===== src/inc/pahc_defs.svh =====
// Constants of the pulse axis homing controller: offsets, bit positions,
// reset values and timing counts. Included by the top module, the monitor and the testbench.
`ifndef PAHC_DEFS_SVH
`define PAHC_DEFS_SVH

// Register word offsets on the plain register port
`define PAHC_ADDR_W          4
`define PAHC_DATA_W          16
`define PAHC_REG_CTRL        4'h0
`define PAHC_REG_STATUS      4'h1
`define PAHC_REG_CLR_IDX     4'h2
`define PAHC_REG_CMD         4'h3
`define PAHC_REG_FAST_HP     4'h4
`define PAHC_REG_CREEP_HP    4'h5
`define PAHC_REG_POS         4'h6

// Control register bit positions
`define PAHC_CTRL_W          6
`define PAHC_CTRL_CIE        0
`define PAHC_CTRL_CLR_EN     1
`define PAHC_CTRL_CLR_SEL    2
`define PAHC_CTRL_DIR        3
`define PAHC_CTRL_FWD_LIM    4
`define PAHC_CTRL_REV_LIM    5

// Status register bit positions
`define PAHC_STAT_BUSY       0
`define PAHC_STAT_DIR_NOW    1
`define PAHC_STAT_CLEARING   2
`define PAHC_STAT_ARRIVED    3

// Command register bit positions
`define PAHC_CMD_SEARCH      0
`define PAHC_CMD_PLAIN       1
`define PAHC_CMD_ABORT       2

// Reset values
`define PAHC_CTRL_RST        6'h00
`define PAHC_CLR_IDX_RST     4'h0
`define PAHC_FAST_HP_RST     16'h0032
`define PAHC_CREEP_HP_RST    16'h01F4
`define PAHC_DEF_CLR_ELEM    4'hE

// Timing: clock rate, clear pulse time and one scan time
`define PAHC_CLK_HZ          10000000
`define PAHC_CLR_TIME_MS     20
`define PAHC_SCAN_TIME_US    1000
`define PAHC_CLR_CYCLES      ((`PAHC_CLR_TIME_MS * `PAHC_CLK_HZ) / 1000)
`define PAHC_SCAN_CYCLES     ((`PAHC_SCAN_TIME_US * `PAHC_CLK_HZ) / 1000000)

`endif


===== src/inc/pahc_pkg.sv =====
// Types of the pulse axis homing controller.
// Assumes nothing of its surroundings.
package pahc_pkg;

  // Homing sequencer states
  typedef enum logic [1:0]
  {
    PAHC_IDLE,
    PAHC_SEEK,
    PAHC_CREEP,
    PAHC_CLEAR
  } pahc_state_t;

  // Kind of origin return in progress
  typedef enum logic
  {
    PAHC_KIND_SEARCH,
    PAHC_KIND_PLAIN
  } pahc_kind_t;

endpackage : pahc_pkg


===== src/hdl/pahc_axis.sv =====
// Pulse output axis with origin return sequencing, clear output and flags.
// Assumes a master on the plain register port synchronous to clk_sys and
// near-point and zero-point sensor pins asynchronous to it.
//
// Functional notes
// - Completion pulses interrupt only when enabled
// - Monitor flag low while channel idle
// - Clear output only when clear enabled
// - Select flag routes clear to indexed element
// - Search return direction follows direction flag
// - Forward limit flag means forward limit reached
// - Reverse limit flag means reverse limit reached
// - Default clear pulse lasts 20 ms plus scan
`timescale 1ns/1ns
`include "pahc_defs.svh"
module pahc_axis
  import pahc_pkg::*;
#(
  parameter int unsigned CLR_CYCLES  = `PAHC_CLR_CYCLES,
  parameter int unsigned SCAN_CYCLES = `PAHC_SCAN_CYCLES,
  parameter int unsigned NUM_ELEM    = 16
)
(
  // Clock and reset
  input  wire logic                    clk_sys,
  input  wire logic                    rst_b,
  // Register port
  input  wire logic [`PAHC_ADDR_W-1:0] reg_addr,
  input  wire logic [`PAHC_DATA_W-1:0] reg_wdata,
  input  wire logic                    reg_wr,
  input  wire logic                    reg_rd,
  output logic      [`PAHC_DATA_W-1:0] reg_rdata,
  // Sensor pins
  input  wire logic                    near_point_in,
  input  wire logic                    zero_point_in,
  // Drive side outputs
  output logic                         axis_pulse_output,
  output logic                         axis_dir_out,
  output logic      [NUM_ELEM-1:0]     drive_clear_signal,
  output logic                         completion_irq
);

  // Clear pulse length in cycles less one, loaded as a down counter
  localparam logic [31:0] CLR_LOAD = 32'(CLR_CYCLES + SCAN_CYCLES - 1);

  // Whole state of the axis
  typedef struct packed {
    logic [`PAHC_CTRL_W-1:0] ctrl;
    logic [3:0]              clr_idx;
    logic [15:0]             fast_hp;
    logic [15:0]             creep_hp;
    pahc_state_t             state;
    pahc_kind_t              kind;
    logic                    move_fwd;
    logic [15:0]             hp_cnt;
    logic                    pulse;
    logic [15:0]             pos;
    logic                    arrived;
    logic [31:0]             clr_cnt;
    logic [NUM_ELEM-1:0]     clr_vec;
    logic                    irq;
    logic [15:0]             rdata;
  } pahc_axis_st_t;

  pahc_axis_st_t st_ff;
  pahc_axis_st_t nxt_st;

  logic [1:0] pins_sync;
  logic       near_pt;
  logic       zero_pt;
  logic       busy;
  logic       wr_cmd;
  logic [15:0] hp_sel;
  logic       start_req;
  logic       abort_req;

  // Sensor pins cross into clk_sys
  pahc_sync #(
    .W (2)
  ) u_sync (
    .clk_sys (clk_sys),
    .rst_b   (rst_b),
    .din     ({near_point_in, zero_point_in}),
    .dout    (pins_sync)
  );

  // Synchronised pins, near point in the upper bit
  assign near_pt = pins_sync[1];
  assign zero_pt = pins_sync[0];

  assign busy   = (st_ff.state == PAHC_SEEK) || (st_ff.state == PAHC_CREEP);
  assign wr_cmd = reg_wr && (reg_addr == `PAHC_REG_CMD);

  // Command decode: abort wins, search or plain starts a return
  assign abort_req = wr_cmd && reg_wdata[`PAHC_CMD_ABORT];
  assign start_req = wr_cmd && !reg_wdata[`PAHC_CMD_ABORT]
                     && (reg_wdata[`PAHC_CMD_SEARCH] || reg_wdata[`PAHC_CMD_PLAIN]);

  // Half period of the current motion phase
  assign hp_sel = (st_ff.state == PAHC_CREEP) ? st_ff.creep_hp : st_ff.fast_hp;

  // Reload value of the half-period counter, zero treated as one cycle
  function automatic logic [15:0] pahc_reload(input logic [15:0] hp);
    logic [15:0] r;
    r = (hp == 16'h0000) ? 16'h0000 : hp - 16'h0001;
    return r;
  endfunction : pahc_reload

  // Next-state logic: register port, sequencer, pulse and clear timing
  always_comb
  begin
    nxt_st       = st_ff;
    nxt_st.irq   = 1'b0;
    nxt_st.rdata = 16'h0000;

    // Read data, valid in the cycle after the read strobe
    if (reg_rd)
    begin
      case (reg_addr)
        `PAHC_REG_CTRL:
        begin
          nxt_st.rdata = {10'h000, st_ff.ctrl};
        end
        `PAHC_REG_STATUS:
        begin
          nxt_st.rdata[`PAHC_STAT_BUSY]     = busy;
          nxt_st.rdata[`PAHC_STAT_DIR_NOW]  = st_ff.move_fwd;
          nxt_st.rdata[`PAHC_STAT_CLEARING] = (st_ff.state == PAHC_CLEAR);
          nxt_st.rdata[`PAHC_STAT_ARRIVED]  = st_ff.arrived;
        end
        `PAHC_REG_CLR_IDX:
        begin
          nxt_st.rdata = {12'h000, st_ff.clr_idx};
        end
        `PAHC_REG_FAST_HP:
        begin
          nxt_st.rdata = st_ff.fast_hp;
        end
        `PAHC_REG_CREEP_HP:
        begin
          nxt_st.rdata = st_ff.creep_hp;
        end
        `PAHC_REG_POS:
        begin
          nxt_st.rdata = st_ff.pos;
        end
        // Command register is write-only and reads zero
        `PAHC_REG_CMD:
        begin
          nxt_st.rdata = 16'h0000;
        end
        default:
        begin
          nxt_st.rdata = 16'h0000;
        end
      endcase
    end

    // Register writes; the command register is handled by the sequencer
    if (reg_wr)
    begin
      case (reg_addr)
        `PAHC_REG_CTRL:
        begin
          nxt_st.ctrl = reg_wdata[`PAHC_CTRL_W-1:0];
        end
        `PAHC_REG_STATUS:
        begin
          if (reg_wdata[`PAHC_STAT_ARRIVED])
          begin
            nxt_st.arrived = 1'b0;  // Write one to clear
          end
        end
        `PAHC_REG_CLR_IDX:
        begin
          nxt_st.clr_idx = reg_wdata[3:0];
        end
        `PAHC_REG_FAST_HP:
        begin
          nxt_st.fast_hp = reg_wdata;
        end
        `PAHC_REG_CREEP_HP:
        begin
          nxt_st.creep_hp = reg_wdata;
        end
        // Position is read-only: writes leave it alone
        `PAHC_REG_POS:
        begin
          nxt_st.pos = st_ff.pos;
        end
        default:
        begin
          nxt_st.ctrl = nxt_st.ctrl;
        end
      endcase
    end

    // Homing sequencer
    case (st_ff.state)
      PAHC_IDLE:
      begin
        nxt_st.pulse = 1'b0;
        if (start_req)
        begin
          nxt_st.kind   = reg_wdata[`PAHC_CMD_SEARCH] ? PAHC_KIND_SEARCH
                                                     : PAHC_KIND_PLAIN;
          nxt_st.move_fwd = st_ff.ctrl[`PAHC_CTRL_DIR];
          nxt_st.hp_cnt   = pahc_reload(st_ff.fast_hp);
          nxt_st.pos      = 16'h0000;
          nxt_st.state    = PAHC_SEEK;
        end
      end

      PAHC_SEEK, PAHC_CREEP:
      begin
        // Square wave on the pulse output, one step per rising edge
        if (st_ff.hp_cnt == 16'h0000)
        begin
          nxt_st.pulse  = !st_ff.pulse;
          nxt_st.hp_cnt = pahc_reload(hp_sel);
          if (!st_ff.pulse)
          begin
            nxt_st.pos = st_ff.pos + 16'h0001;
          end
        end
        else
        begin
          nxt_st.hp_cnt = st_ff.hp_cnt - 16'h0001;
        end

        // Limits steer only a search; both set flips direction every cycle
        if (st_ff.kind == PAHC_KIND_SEARCH)
        begin
          if (st_ff.move_fwd && st_ff.ctrl[`PAHC_CTRL_FWD_LIM])
          begin
            nxt_st.move_fwd = 1'b0;
          end
          else if (!st_ff.move_fwd && st_ff.ctrl[`PAHC_CTRL_REV_LIM])
          begin
            nxt_st.move_fwd = 1'b1;
          end
        end

        // Near point drops to creep speed
        if ((st_ff.state == PAHC_SEEK) && near_pt)
        begin
          nxt_st.state  = PAHC_CREEP;
          nxt_st.hp_cnt = pahc_reload(st_ff.creep_hp);
        end

        // Zero point while creeping is origin arrival
        if ((st_ff.state == PAHC_CREEP) && zero_pt)
        begin
          nxt_st.pulse   = 1'b0;
          nxt_st.arrived = 1'b1;  // Set after the clear above, so set wins
          nxt_st.irq     = st_ff.ctrl[`PAHC_CTRL_CIE];
          if (st_ff.ctrl[`PAHC_CTRL_CLR_EN])
          begin
            if (st_ff.ctrl[`PAHC_CTRL_CLR_SEL])
            begin
              nxt_st.clr_vec = NUM_ELEM'(1) << st_ff.clr_idx;
            end
            else
            begin
              nxt_st.clr_vec = NUM_ELEM'(1) << `PAHC_DEF_CLR_ELEM;
            end
            nxt_st.clr_cnt = CLR_LOAD;
            nxt_st.state   = PAHC_CLEAR;
          end
          else
          begin
            nxt_st.state = PAHC_IDLE;
          end
        end
      end

      PAHC_CLEAR:
      begin
        nxt_st.pulse = 1'b0;
        if (st_ff.clr_cnt == 32'h0000_0000)
        begin
          nxt_st.clr_vec = '0;
          nxt_st.state   = PAHC_IDLE;
        end
        else
        begin
          nxt_st.clr_cnt = st_ff.clr_cnt - 32'h0000_0001;
        end
      end

      default:
      begin
        nxt_st.state = PAHC_IDLE;
      end
    endcase

    // Abort stops motion and any clear pulse at once
    if (abort_req)
    begin
      nxt_st.state   = PAHC_IDLE;
      nxt_st.pulse   = 1'b0;
      nxt_st.clr_vec = '0;
      nxt_st.irq     = 1'b0;
    end
  end

  // State register
  always_ff @(posedge clk_sys or negedge rst_b)
  begin
    if (!rst_b)
    begin
      st_ff          <= '0;
      st_ff.ctrl     <= `PAHC_CTRL_RST;
      st_ff.clr_idx  <= `PAHC_CLR_IDX_RST;
      st_ff.fast_hp  <= `PAHC_FAST_HP_RST;
      st_ff.creep_hp <= `PAHC_CREEP_HP_RST;
      st_ff.state    <= PAHC_IDLE;
      st_ff.kind     <= PAHC_KIND_SEARCH;
    end
    else
    begin
      st_ff <= nxt_st;
    end
  end

  // Outputs straight from the state register
  assign reg_rdata          = st_ff.rdata;
  assign axis_pulse_output  = st_ff.pulse;
  assign axis_dir_out       = st_ff.move_fwd;
  assign drive_clear_signal = st_ff.clr_vec;
  assign completion_irq     = st_ff.irq;

endmodule : pahc_axis


===== src/hdl/pahc_sync.sv =====
// Two-stage synchroniser for a group of pin inputs.
// Assumes the inputs are asynchronous to clk_sys.
`timescale 1ns/1ns
module pahc_sync
  import pahc_pkg::*;
#(
  parameter int W = 1
)
(
  // Clock and reset
  input  wire logic         clk_sys,
  input  wire logic         rst_b,
  // Pin side
  input  wire logic [W-1:0] din,
  // Synchronised side
  output logic      [W-1:0] dout
);

  typedef struct packed {
    logic [W-1:0] s1;
    logic [W-1:0] s2;
  } pahc_sync_st_t;

  pahc_sync_st_t st_ff;
  pahc_sync_st_t nxt_st;

  // First stage feeds only the second stage
  always_comb
  begin
    nxt_st    = st_ff;
    nxt_st.s1 = din;
    nxt_st.s2 = st_ff.s1;
  end

  // State register
  always_ff @(posedge clk_sys or negedge rst_b)
  begin
    if (!rst_b)
    begin
      st_ff <= '0;
    end
    else
    begin
      st_ff <= nxt_st;
    end
  end

  assign dout = st_ff.s2;

endmodule : pahc_sync


===== config.mk =====
export PLATFORM = sky130hd
export DESIGN_NAME = pahc_axis
export DESIGN_NICKNAME = d
export VERILOG_FILES = /design/src/inc/pahc_pkg.sv /design/src/hdl/pahc_axis.sv /design/src/hdl/pahc_sync.sv
export VERILOG_INCLUDE_DIRS = /design/src /design/src/inc
export SDC_FILE = /design/constraint.sdc
export NUM_CORES = 1
export LEC_CHECK = 0
export BUFFER_PORTS_ARGS = -buffer_cell sky130_fd_sc_hd__buf_2
export CAP_MARGIN = 5
export CORE_UTILIZATION = 45
export CTS_CLUSTER_DIAMETER = 40
export DETAILED_ROUTE_END_ITERATION = 16
export PLACE_DENSITY = 0.73
export SLEW_MARGIN = 20
export SYNTH_ARGS = -nofsm -noshare
export SYNTH_HDL_FRONTEND = slang
export SYNTH_SLANG_ARGS = --single-unit

===== constraint.sdc =====
create_clock -name clk_sys -period 4.6 [get_ports clk_sys]
set_clock_uncertainty 0.1 [all_clocks]
set_input_delay 0.92 -clock clk_sys [delete_from_list [all_inputs] [get_ports clk_sys]]
set_output_delay 0.92 -clock clk_sys [all_outputs]
set_load 0.005 [all_outputs]

## Word level (Yosys, flattened, before mapping)

Cells that the tools add are included.
Widths: inputs -> output; s select.

| storage, ports and cells | value |
|---|---|
| register bits | 149 |
| input port bits | 26 |
| word-level logic and storage cells | 120 |

| cells by class | value |
|---|---|
| $add $sub $neg | 6 |
| eq/ne operators | 21 |
| shifts and indexed selects | 1 |
| multiplexer cells | 40 |
| reduce and logical (&&, ||, !) cells | 35 |

Operator list:

| cell | number |
|---|---|
| $mux 16 | 11 |
| $pmux 48 s2 | 1 |
| $logic_not 16->1 | 4 |
| $sub 16x1->16 const B | 4 |
| $mux 50 | 1 |
| $mux 48 | 1 |
| $pmux 12 s4 | 1 |
| $mux 17 | 2 |
| $pmux 17 s2 | 1 |
| $logic_not 32->1 | 1 |
| $mux 32 | 1 |
| $pmux 16 s2 | 1 |
| $sub 32x1->32 const B | 1 |
| $pmux 4 s6 | 1 |
| $mux 20 | 1 |
| $add 16x1->16 const B | 1 |
| $shl 1x4->16 const A | 1 |
| $eq 4x3->1 const B | 3 |
| $ne 3x3->1 const B | 4 |
| $reduce_and 2->1 | 6 |
| $reduce_and 4->1 | 3 |
| $mux 1 | 11 |
| $mux 2 | 5 |
| $ne 2x2->1 const B | 5 |
| other kinds (17) | 32 |

## Depth between registers and ports, before layout

Gate-level depths: netlist (run 1).

| depth | value |
|---|---|
| depth after elaboration | 7 |
| mapped depth | 12 |
| mapped depth without buffers | 9 |

## Cells and area by module

Synthesis (run 1) repeated with hierarchy kept, for this count alone.

| second synthesis, totals | value |
|---|---|
| cells, all modules | 988 |
| area total of the unflattened synthesis | 9,295.2 um^2 |

Modules (own cells, without submodules):

| module | instances | cells each | area an instance (um^2) | sequential area each (um^2) |
|---|---|---|---|---|
| pahc_axis | 1 | 984 | 9,195.1 | 3,639.7 |
| pahc_sync | 1 | 4 | 100.1 | 100.1 |

## Worst setup path before layout (run 1)

No wires, ideal clock.

| timing | value |
|---|---|
| kind | register -> register |
| start point | register st_ff[101] in the netlist's numbering |
| end point | register st_ff[97] in the netlist's numbering |
| arrival time | 2.950 ns |
| path slack | 1.424 ns |
| stages on the path, launching flop included | 13 |
| period minus slack after synthesis | 3.176 ns |
| cell sequence | dfrtp_1 inv_1 ha_1 buf_2 buf_2 buf_1 mux2i_1 ha_1 o211ai_1 nor4_2 nor3_2 and2_1 o32a_1 |

| on the way | value |
|---|---|
| word-level cells in the longest chain between the ends | 7 |

RTL lines:

| element | line | source |
|---|---|---|
| from (decl) | pahc_axis.sv:65 | `pahc_axis_st_t st_ff;` |
| from (signal assigned) | pahc_axis.sv:322 | `st_ff <= nxt_st;` |
| $eq 2x2->1 | pahc_axis.sv:100, pahc_axis.sv:199 |  |
| $mux 16 | pahc_axis.sv:100 | `assign hp_sel = (st_ff.state == PAHC_CREEP) ? st_ff.creep_hp : st_ff.fast_hp;` |
| $sub 16x1->16 or $logic_not 16->1 (tied branches) | pahc_axis.sv:105 | `r = (hp == 16'h0000) ? 16'h0000 : hp - 16'h0001;` |
| $mux 16 | pahc_axis.sv:105 |  |
| $mux 16 | pahc_axis.sv:217 | `if (st_ff.hp_cnt == 16'h0000)` |
| $mux 16 | pahc_axis.sv:245 | `if ((st_ff.state == PAHC_SEEK) && near_pt)` |
| $pmux 17 s2 | pahc_axis.sv:199 | `case (st_ff.state)` |

Several ways; a longest one is shown, not always the timed one.
A chain may end at the register's enable or synchronous reset.

## Final worst setup path (run 1)

Ends and elaborated chain as after synthesis.

==> run summary, run 1 <==
Rel. slew slack = 30.15%
H-tree depth = 4
Status = finished clean
Insertion delay to the later sink of the worst-skew pair = 440 ps
# Max-Cap Violations = 0
Core area = 20170 µm²
Overall power = 5.991 mW
Register bit total from synthesis = 149
RSZ-0062 raised after global routing = no
Post-synth top cells = dfrtp_1, nand2_1, nor2_1
Gpl congestion = 0.9935
Syn_nets = 1055
Pwr/cell area = 590.4 nW/µm²
Design area = 10150 µm²
Die X = 145.3 µm
Worst path slowest cell = ha_1
Initial Util = 45.83%
Initial DRC Count = 701
GR met1 Demand/Resource = 34.10%
Crit path buf inv count = 1
Post-synth EDFFs = 0
Tcrit/Tclk final = 72.03%
Top-count cell post-synth = dfrtp_1
M3 GR Usage = 4.434%
Async set or reset register ratio after synthesis = 100.0%
Area leader, netlist = dfrtp_1
Worst setup SP type = flip-flop
Post-CTS Hold Fix Bufs = 0
Core Rows = 52
Post-route setup TNS = 0 ps
Least-Margin Pin Slew = 1048 ps
GRT Max-Usage Layer = met2
Port buffer count = 60
Final hold vios = 0
Vias = 8006
Worst Hold Launch = u_sync.nxt_st[0]
Critical path, cell by cell = inv_1 -> ha_1 -> mux2i_1 -> o211ai_1 -> nor4_2 -> nor3_2 -> and2_1 -> o32a_1
Ys Warns = 0
Leak pwr = 4.136 nW
Cells after synthesis = 1016
Avg Inst Size Synth = 9.097 µm²
Share of post-route cells with drive strength above 1 = 17.81%
Minimum clock period = 3314 ps
Clock buffer count from CTS = 17
Worst VDD drop = 0.0002945 V
Crit path arrival time = 3540 ps
CTS clk-pin slew, worst paths = 70 ps
Largest net degree at the start of global routing = 88
CTS max path bufs = 2
Fmax = 0.3018 GHz
Distinct cells, synth = 77
Synth Flop Type = dfrtp_1
HPWL Detailed = 17880 µm
Max-slew violations = 0
Met2 GRT Util = 38.85%
Clk sinks = 149
CP Capture Type = flip-flop
Die height = 145.3 µm
Layout overhead on the synthesized area = 9.801%
DRT Pass-1 Iters = 5
CTS Root Cell = clkbuf_16
Post-CTS Resized = 0
Worst Setup Path Type = reg2reg
IO Pins = 61
Final setup violation count = 0
Top cell type's share of synthesized area = 37.90%
Worst-path maximum fanout = 17
Vias per cell = 6.144
Final nets = 1059
Detail Route Antenna Nets = 0
Initial antenna violation count = 0
Setup Buffers After CTS = 0
Worst Hold Class = reg2reg
Vias in the first global route = 7655
GRT Util Overall = 24.83%
Area contributors post-synth = dfrtp_1, mux2_2, nand2_1
CTS tree = built
DRC errors left = 0
DP Area = 9534 µm²
FF-to-FF Start = st_ff[101]
Per-cell routed wire length = 19.47 µm
Routed Wire Length = 25370 µm
Biggest cell delay along the critical path = 680 ps
GRT overflow = 0
Die Area = 21120 µm²
First-pass GRT wire length = 41650 µm
Critical Path RT = 4830 ps
Post-Syn Area = 9243 µm²
Crit-path leading delay family = simple AND/OR/NAND/NOR gates
Seq/Total Area, Yosys = 40.46%
Inserted Diodes = 0
Worst Setup SP = st_ff[101]
-- stage by stage --
stage	hold slack (ps)	util, %	setup slack (ps)	std cells
floorplan	231.2	-	1424	1016
global placement	235.6	47.27	1381	1271
detailed placement	236.4	47.27	1357	1271
CTS	251.6	50.32	1337	1303
global route	254.1	50.32	1047	1303
finish	248.7	50.32	1286	1303
-- cells by family after synthesis --
family,Yosys count,share of synthesized area (%)
flops,149,40.46
xor+xnor,58,5.496
buf+inv,108,5.956
fa+ha+maj,13,1.760
compound gates,221,15.43
simple gates,399,22.93
mux,68,7.960
-- placed cells by master, fill, tap and decap left out, types with 6 or more instances in the layout --
cell       Yosys  layout
clkbuf_16      0      17
o211ai_1       8       8
nor2_1        86      86
nor4_1        28      28
a22oi_1       15      15
nand2b_1      12      12
inv_1         19      19
mux2_2        44      44
dfrtp_1      140     140
buf_4         32      13
nand2_1       99      99
a21oi_1       42      42
nand3_1       30      30
o31ai_1        6       6
o21ai_0       74      74
mux2i_1       24      24
nor2b_1        8       8
nor3_1        38      38
a31oi_1        6       6
ha_1          13      13
buf_2          8      59
dfstp_2        9       9
nor3b_1       10       9
or3_1          9       9
or4_1         10      10
xor2_1        32      32
o22ai_1       11      11
xnor2_1       26      26
nand3b_1       9       9
nand4_1       15      15
-- area by class of cell --
class	count	area (µm²)
multi-input combinational	759	4961
tap	270	337.8
timing repair buffer	74	424.2
clock inverter	13	171.4
clock buffer	19	442.9
fill	1853	10020
inverter	19	71.32
sequential	149	3740
-- power breakdown --
part	switching (mW)	internal, mW
clock network	0.592	0.874
registers	0.478	1.62
logic	1.52	0.912
total	2.59	3.40
-- worst paths after layout --
| check | depth (start not counted) | end | slack [ps] |
|---|---|---|---|
| max reg2reg | 8 | st_ff[97] | 1290 |
| min | 0 | u_sync.dout[0] | 250 |
| max | 8 | st_ff[97] | 1290 |
| min in group asynchronous | 1 | st_ff[36] | 450 |
| min reg2reg | 0 | u_sync.dout[0] | 250 |
| max in group asynchronous | 2 | st_ff[124] | 3090 |
-- state kept, by name, summed over array words and instances, names as in the netlist --
signal	cells
axis_dir_out	1
axis_pulse_output	1
completion_irq	1
drive_clear_signal	16
reg_rdata	16
st_ff	110
u_sync.dout	2
u_sync.nxt_st	2
-- metal layers --
metal / wire length [µm] / up-vias
li1: - / 3682
met2: 11760 / 353
met5: 0 / -
met3: 1858 / 59
met4: 688 / 0
met1: 11070 / 3912
(Power assumes the default switching activity.)
==> inputs of run 2 (changes only) <==
==> constraint.sdc (replaced) <==
create_clock -name clk_sys -period 3.07 [get_ports clk_sys]
set_clock_uncertainty 0.1 [all_clocks]
set_input_delay 0.614 -clock clk_sys [delete_from_list [all_inputs] [get_ports clk_sys]]
set_output_delay 0.614 -clock clk_sys [all_outputs]
set_load 0.005 [all_outputs]
==> run summary, run 2 (same netlist as run 1, synthesis figures left out) <==
Design area = 10460 µm² (+3.1%)
Die X = 145.3 µm (unchanged)
Leak pwr = 4.340 nW (+4.9%)
Vias in the first global route = 7823 (+2.2%)
Status = finished clean
Initial antenna violation count = 1 (+1)
Share of post-route cells with drive strength above 1 = 21.30% (+3.5 points)
Die height = 145.3 µm (unchanged)
Worst path slowest cell = or4_1
Worst-path maximum fanout = 15 (-2)
IO Pins = 61 (unchanged)
Post-route setup TNS = 0 ps (unchanged)
GRT overflow = 0 (unchanged)
Largest reg by FF count = st_ff
Crit path arrival time = 3110 ps (-430 ps)
Hold WS = 51.69 ps (-197.0 ps)
Pwr/cell area = 874.1 nW/µm² (+48%)
Final nets = 1106 (+4.4%)
Final Util = 51.87% (+1.6 points)
M3 GR Usage = 5.157% (+0.72 points)
Crit-path leading delay family = simple AND/OR/NAND/NOR gates
Initial DRC Count = 889 (+27%)
Detail Route Antenna Nets = 0 (unchanged)
CTS tree = built
Clock share of power = 21.9% (-2.6 points)
Comb power frac = 45.0% (+4.5 points)
CP Capture Type = flip-flop
Core area = 20170 µm² (unchanged)
Fmax = 0.3440 GHz (+14%)
Worst VDD drop = 0.0004573 V (+55%)
Insertion delay to the later sink of the worst-skew pair = 430 ps (about the same)
Reg power frac = 33.1% (-1.9 points)
Routed Wire Length = 26040 µm (+2.6%)
Worst Hold Class = in2async
CTS max path bufs = 2 (unchanged)
Max FFs per register = 110 (unchanged)
RSZ-0062 raised after global routing = no
Vias = 8275 (+3.4%)
Rel. slew slack = 32.67% (+2.5 points)
Crit path buf inv count = 0 (-1)
Largest net degree at the start of global routing = 59 (-33%)
DP Area = 9899 µm² (+3.8%)
Inserted Diodes = 0 (unchanged)
Gpl congestion = 1.013 (+2.0%)
Post-CTS Resized = 0 (unchanged)
Tcrit/Tclk final = 94.70% (+23 points)
Power Internal = 5.183 mW (+52%)
Worst setup SP type = flip-flop
H-tree depth = 4 (unchanged)
GR met1 Demand/Resource = 33.62% (-0.47 points)
GRT Util Overall = 25.01% (+0.18 points)
Clock buffer count from CTS = 17 (unchanged)
# Max-Cap Violations = 0 (unchanged)
Post-CTS Hold Fix Bufs = 0 (unchanged)
Initial Util = 45.83% (unchanged)
Most frequent cells in the layout = dfrtp_1, nand2_1, nor2_1
DRC errors left = 0 (unchanged)
Port buffer count = 60 (unchanged)
Non-filler instance count after layout = 1350 (+3.6%)
CTS clk-pin slew, worst paths = 60 ps (about the same)
Clk sinks = 149 (unchanged)
First-pass GRT wire length = 41880 µm (+0.55%)
CTS Root Cell = clkbuf_16
Biggest cell delay along the critical path = 580 ps (-100 ps)
Setup Buffers After CTS = 0 (unchanged)
Final setup violation count = 0 (unchanged)
Final hold vios = 0 (unchanged)
Layout overhead on the synthesized area = 13.20%
Critical Path RT = 3270 ps (-1560 ps)
HPWL Detailed = 19020 µm (+6.3%)
Max-slew violations = 0 (unchanged)
Die Area = 21120 µm² (unchanged)
Vias per cell = 6.130 (-0.24%)
DRT Pass-1 Iters = 9 (+4)
GRT Max-Usage Layer = met2
Critical path, cell by cell = or3_4 -> or4_1 -> o41ai_2 -> a21oi_1 -> nand2_1 -> o21ai_0
Worst Setup Path Type = reg2reg
Placed Cells = 1318 (+3.7%)
Switch Pwr = 3.961 mW (+53%)
Core Rows = 52 (unchanged)
Per-cell routed wire length = 19.29 µm (-0.93%)
Met2 GRT Util = 38.77% (-0.072 points)
Switch share = 43.32% (+0.12 points)
Commonest non-fill, non-tap cell in the layout = dfrtp_1
Least-Margin Pin Slew = 1010 ps (-37.78 ps)
Minimum clock period = 2907 ps (-406.3 ps)
[run 2: cell types whose count changed in the layout (fill, tap and decap cells not counted)]
| cell | change |
|---|---|
| nor4_2 | -1 |
| clkinv_2 | +2 |
| ha_2 | +1 |
| buf_12 | +1 |
| inv_6 | -1 |
| buf_4 | +46 |
| clkinv_4 | -3 |
| ha_1 | -1 |
| clkinvlp_4 | +2 |
| bufinv_16 | -2 |
| clkbuf_1 | +2 |
| nor4_4 | +1 |
[run 2: metal layers]
metal  vias up  part of all wire, %
li1       3789                    -
met1      4031                   43
met2       380                   45
met3        75                  8.2
met4         0                  3.5
met5         -                    0
[run 2: power by group through the flow]
stage,registers (mW),clock network (mW),logic (mW)
floorplan,2.79,0,2.86
global placement,3.02,0,3.94
detailed placement,3.04,0,4.00
CTS,3.01,2.03,4.05
global route,3.09,2.10,4.49
finish,3.03,2.00,4.12
[run 2: metrics by stage]
stage	power, mW	worst slack, ps
floorplan	5.647	65.93
global placement	6.963	201.4
detailed placement	7.038	152.9
CTS	9.081	154.1
global route	9.675	44.12
finish	9.145	162.7
[run 2: layout make-up]
type                    instances  area (µm²)
repair buffers                121       789.5
inverters                      19       71.32
flip-flops and latches        149        3740
clock buffers                  21       450.4
fillers                      1881        9707
well taps                     270       337.8
multi-input cells             759        4972
clock inverters                11       101.3
[run 2: final timing paths]
check	startpoint	endpoint	slack [ps]	cells past startpoint
max	st_ff[58]	drive_clear_signal[12]	160	6
min	rst_b	st_ff[36]	50	1
max reg2reg	st_ff[58]	drive_clear_signal[12]	160	6
min reg2reg	u_sync.nxt_st[0]	u_sync.dout[0]	250	0
max in group asynchronous	rst_b	st_ff[108]	2040	2
min in group clk_sys	zero_point_in	u_sync.nxt_st[0]	190	1
==> inputs of run 3 (changes only) <==
--- a/config.mk
+++ b/config.mk
@@ -15,4 +15,5 @@
 export SLEW_MARGIN = 20
 export SYNTH_ARGS = -nofsm -noshare
 export SYNTH_HDL_FRONTEND = slang
+export SYNTH_HIERARCHICAL = 1
 export SYNTH_SLANG_ARGS = --single-unit
==> run summary, run 3 <==
Placed Cells = 1278 (-3.0%)
DP Area = 9853 µm² (-0.47%)
IO Pins = 61 (unchanged)
Initial DRC Count = 629 (-29%)
Async set or reset register ratio after synthesis = 100.0% (unchanged)
Detail Route Antenna Nets = 0 (unchanged)
Routed Wire Length = 25310 µm (-2.8%)
Power Internal = 5.647 mW (+8.9%)
Rel. slew slack = 45.30% (+13 points)
DRC errors left = 0 (unchanged)
Cells after synthesis = 988 (-2.8%)
Switch Pwr = 4.333 mW (+9.4%)
CTS Root Cell = clkbuf_16
Seq/Total Area, Yosys = 40.23% (-0.23 points)
Max-slew violations = 0 (unchanged)
Setup slack after layout = 192.7 ps (+30.00 ps)
Share of post-route cells with drive strength above 1 = 22.67% (+1.4 points)
Core Rows = 52 (unchanged)
Vias per cell = 6.096 (-0.55%)
Final nets = 1067 (-3.5%)
Final Util = 51.90% (about the same)
Clk sinks = 149 (unchanged)
Overall power = 9.979 mW (+9.1%)
Post-CTS Hold Fix Bufs = 0 (unchanged)
Distinct cells, synth = 90 (+17%)
Worst setup SP type = flip-flop
Crit path arrival time = 3090 ps (-20 ps)
Top-count cell post-synth = dfrtp_1
CTS tree = built
Critical Path RT = 3280 ps (about the same)
CTS max path bufs = 2 (unchanged)
Pwr/cell area = 950.3 nW/µm² (+8.7%)
Die height = 145.7 µm (+0.28%)
CTS clk-pin slew, worst paths = 70 ps (about the same)
Switch share = 43.42% (+0.096 points)
RSZ-0062 raised after global routing = yes
Core area = 20230 µm² (+0.32%)
Area contributors post-synth = dfrtp_1, mux2_2, nor2_1
Tcrit/Tclk final = 93.72% (-0.98 points)
Gpl congestion = 0.9359 (-7.6%)
Leak pwr = 4.414 nW (+1.7%)
Post-Syn Area = 9295 µm² (+0.57%)
Commonest non-fill, non-tap cell in the layout = dfrtp_1
Biggest cell delay along the critical path = 550 ps (-30 ps)
Worst path slowest cell = o41ai_2
Clock share of power = 22.1% (+0.2 points)
GRT Util Overall = 24.38% (-0.63 points)
Largest net degree at the start of global routing = 62 (+5.1%)
Worst VDD drop = 0.0004643 V (+1.5%)
Largest reg by FF count = st_ff
Non-filler instance count after layout = 1311 (-2.9%)
Reg power frac = 31.2% (-1.9 points)
GRT overflow = 0 (unchanged)
Least-Margin Pin Slew = 818.5 ps (-191.5 ps)
Per-cell routed wire length = 19.30 µm (about the same)
Fmax = 0.3475 GHz (+1.0%)
Comb power frac = 46.7% (+1.7 points)
Status = finished clean
Port buffer count = 60 (unchanged)
Max FFs per register = 110 (unchanged)
Post-route setup TNS = 0 ps (unchanged)
Reg2Reg Setup Slack = 190 ps (+30 ps)
H-tree depth = 4 (unchanged)
Register bit total from synthesis = 149 (unchanged)
Setup WS pre-CTS = 139.8 ps (-13.11 ps)
Clock buffer count from CTS = 17 (unchanged)
Ys Warns = 6 (+6)
CP Capture Type = flip-flop
Area leader, netlist = dfrtp_1
Die X = 145.7 µm (+0.28%)
Inserted Diodes = 0 (unchanged)
Vias in the first global route = 7615 (-2.7%)
# Max-Cap Violations = 0 (unchanged)
Final hold vios = 0 (unchanged)
DRT Pass-1 Iters = 8 (-1)
Die Area = 21230 µm² (+0.56%)
Insertion delay to the later sink of the worst-skew pair = 430 ps (about the same)
Vias = 7992 (-3.4%)
Minimum clock period = 2877 ps (-30.00 ps)
Most frequent cells in the layout = dfrtp_1, nor2_1, buf_2
Final setup violation count = 0 (unchanged)
Worst Hold Class = in2async
Design area = 10500 µm² (+0.37%)
Worst Setup Path Type = reg2reg
Hold WS = 64.87 ps (+13.18 ps)
Avg Inst Size Synth = 9.408 µm² (+3.4%)
Top cell type's share of synthesized area = 37.69% (-0.21 points)
Initial Util = 45.94% (+0.11 points)
Post-synth EDFFs = 0 (unchanged)
Post-synth top cells = dfrtp_1, nor2_1, nand2_1, o21ai_0
Critical path, cell by cell = inv_1 -> ha_1 -> nor3b_2 -> o21ai_0 -> o41ai_2 -> nor3_1 -> or4_1 -> o311a_1
Syn_nets = 1027 (-2.7%)
Layout overhead on the synthesized area = 12.98%
Initial antenna violation count = 0 (-1)
Worst-path maximum fanout = 6 (-9)
Synth Flop Type = dfrtp_1
HPWL Detailed = 18410 µm (-3.2%)
First-pass GRT wire length = 41040 µm (-2.0%)
run 3: what timing repair did:
item | 4_1_cts | 5_1_grt
setup endpoints to repair | 0 | 17
gates resized for setup | 0 | 5
buffers inserted | 0 | 1
run 3: area by class of cell:
| type | count | area (µm²) |
|---|---|---|
| tap | 270 | 337.8 |
| timing repair buffer | 112 | 734.5 |
| clock inverter | 13 | 173.9 |
| inverter | 15 | 56.30 |
| fill | 1832 | 9733 |
| sequential | 149 | 3740 |
| clock buffer | 19 | 442.9 |
| multi-input combinational | 733 | 5016 |
run 3: routing by layer:
layer	GRT usage (%)	wire (µm)
met5	0	0
met4	10.47	750
met2	37.99	11680
met1	33.55	11440
met3	3.950	1440
run 3: power by group through the flow:
stage          clock network, mW  logic, mW  registers [mW]
2_1_floorplan                  0       3.45            2.79
3_3_place_gp                   0       4.50            3.10
3_5_place_dp                   0       4.55            3.11
4_1_cts                     2.23       4.59            3.08
5_1_grt                     2.32       5.11            3.18
6_report                    2.20       4.66            3.11
run 3: cell families (layout without fill, tap and decap cells):
logic type / Yosys count / in the layout / synth area share, %
AOI/OAI and AO/OA: 214 / 214 / 15.91
xor gates and xnor gates: 65 / 65 / 6.125
adders and majority gates: 13 / 13 / 1.750
buffers and inverters: 106 / 159 / 6.219
DFF: 149 / 149 / 40.23
muxes: 68 / 68 / 7.915
and+or+nand+nor: 373 / 373 / 21.85
run 3: worst max-delay path: cells and delay by family (launching register included):
family / cells / cell delay [ps]
flip-flops: 1 / 410
buffers and inverters: 1 / 170
AND/OR/NAND/NOR: 3 / 790
adder cells (fa/ha/maj): 1 / 370
AO/OA/AOI/OAI: 3 / 910
run 3: final timing paths:
check,from,cells after the start,to
setup / recovery,st_ff[101],8,st_ff[89]
setup reg to reg,st_ff[101],8,st_ff[89]
min in group clk_sys,near_point_in,1,u_sync/nxt_st[1]
hold reg to reg,u_sync/nxt_st[0],0,u_sync/dout[0]
hold / removal,rst_b,1,st_ff[59]
max in group asynchronous,rst_b,2,st_ff[135]
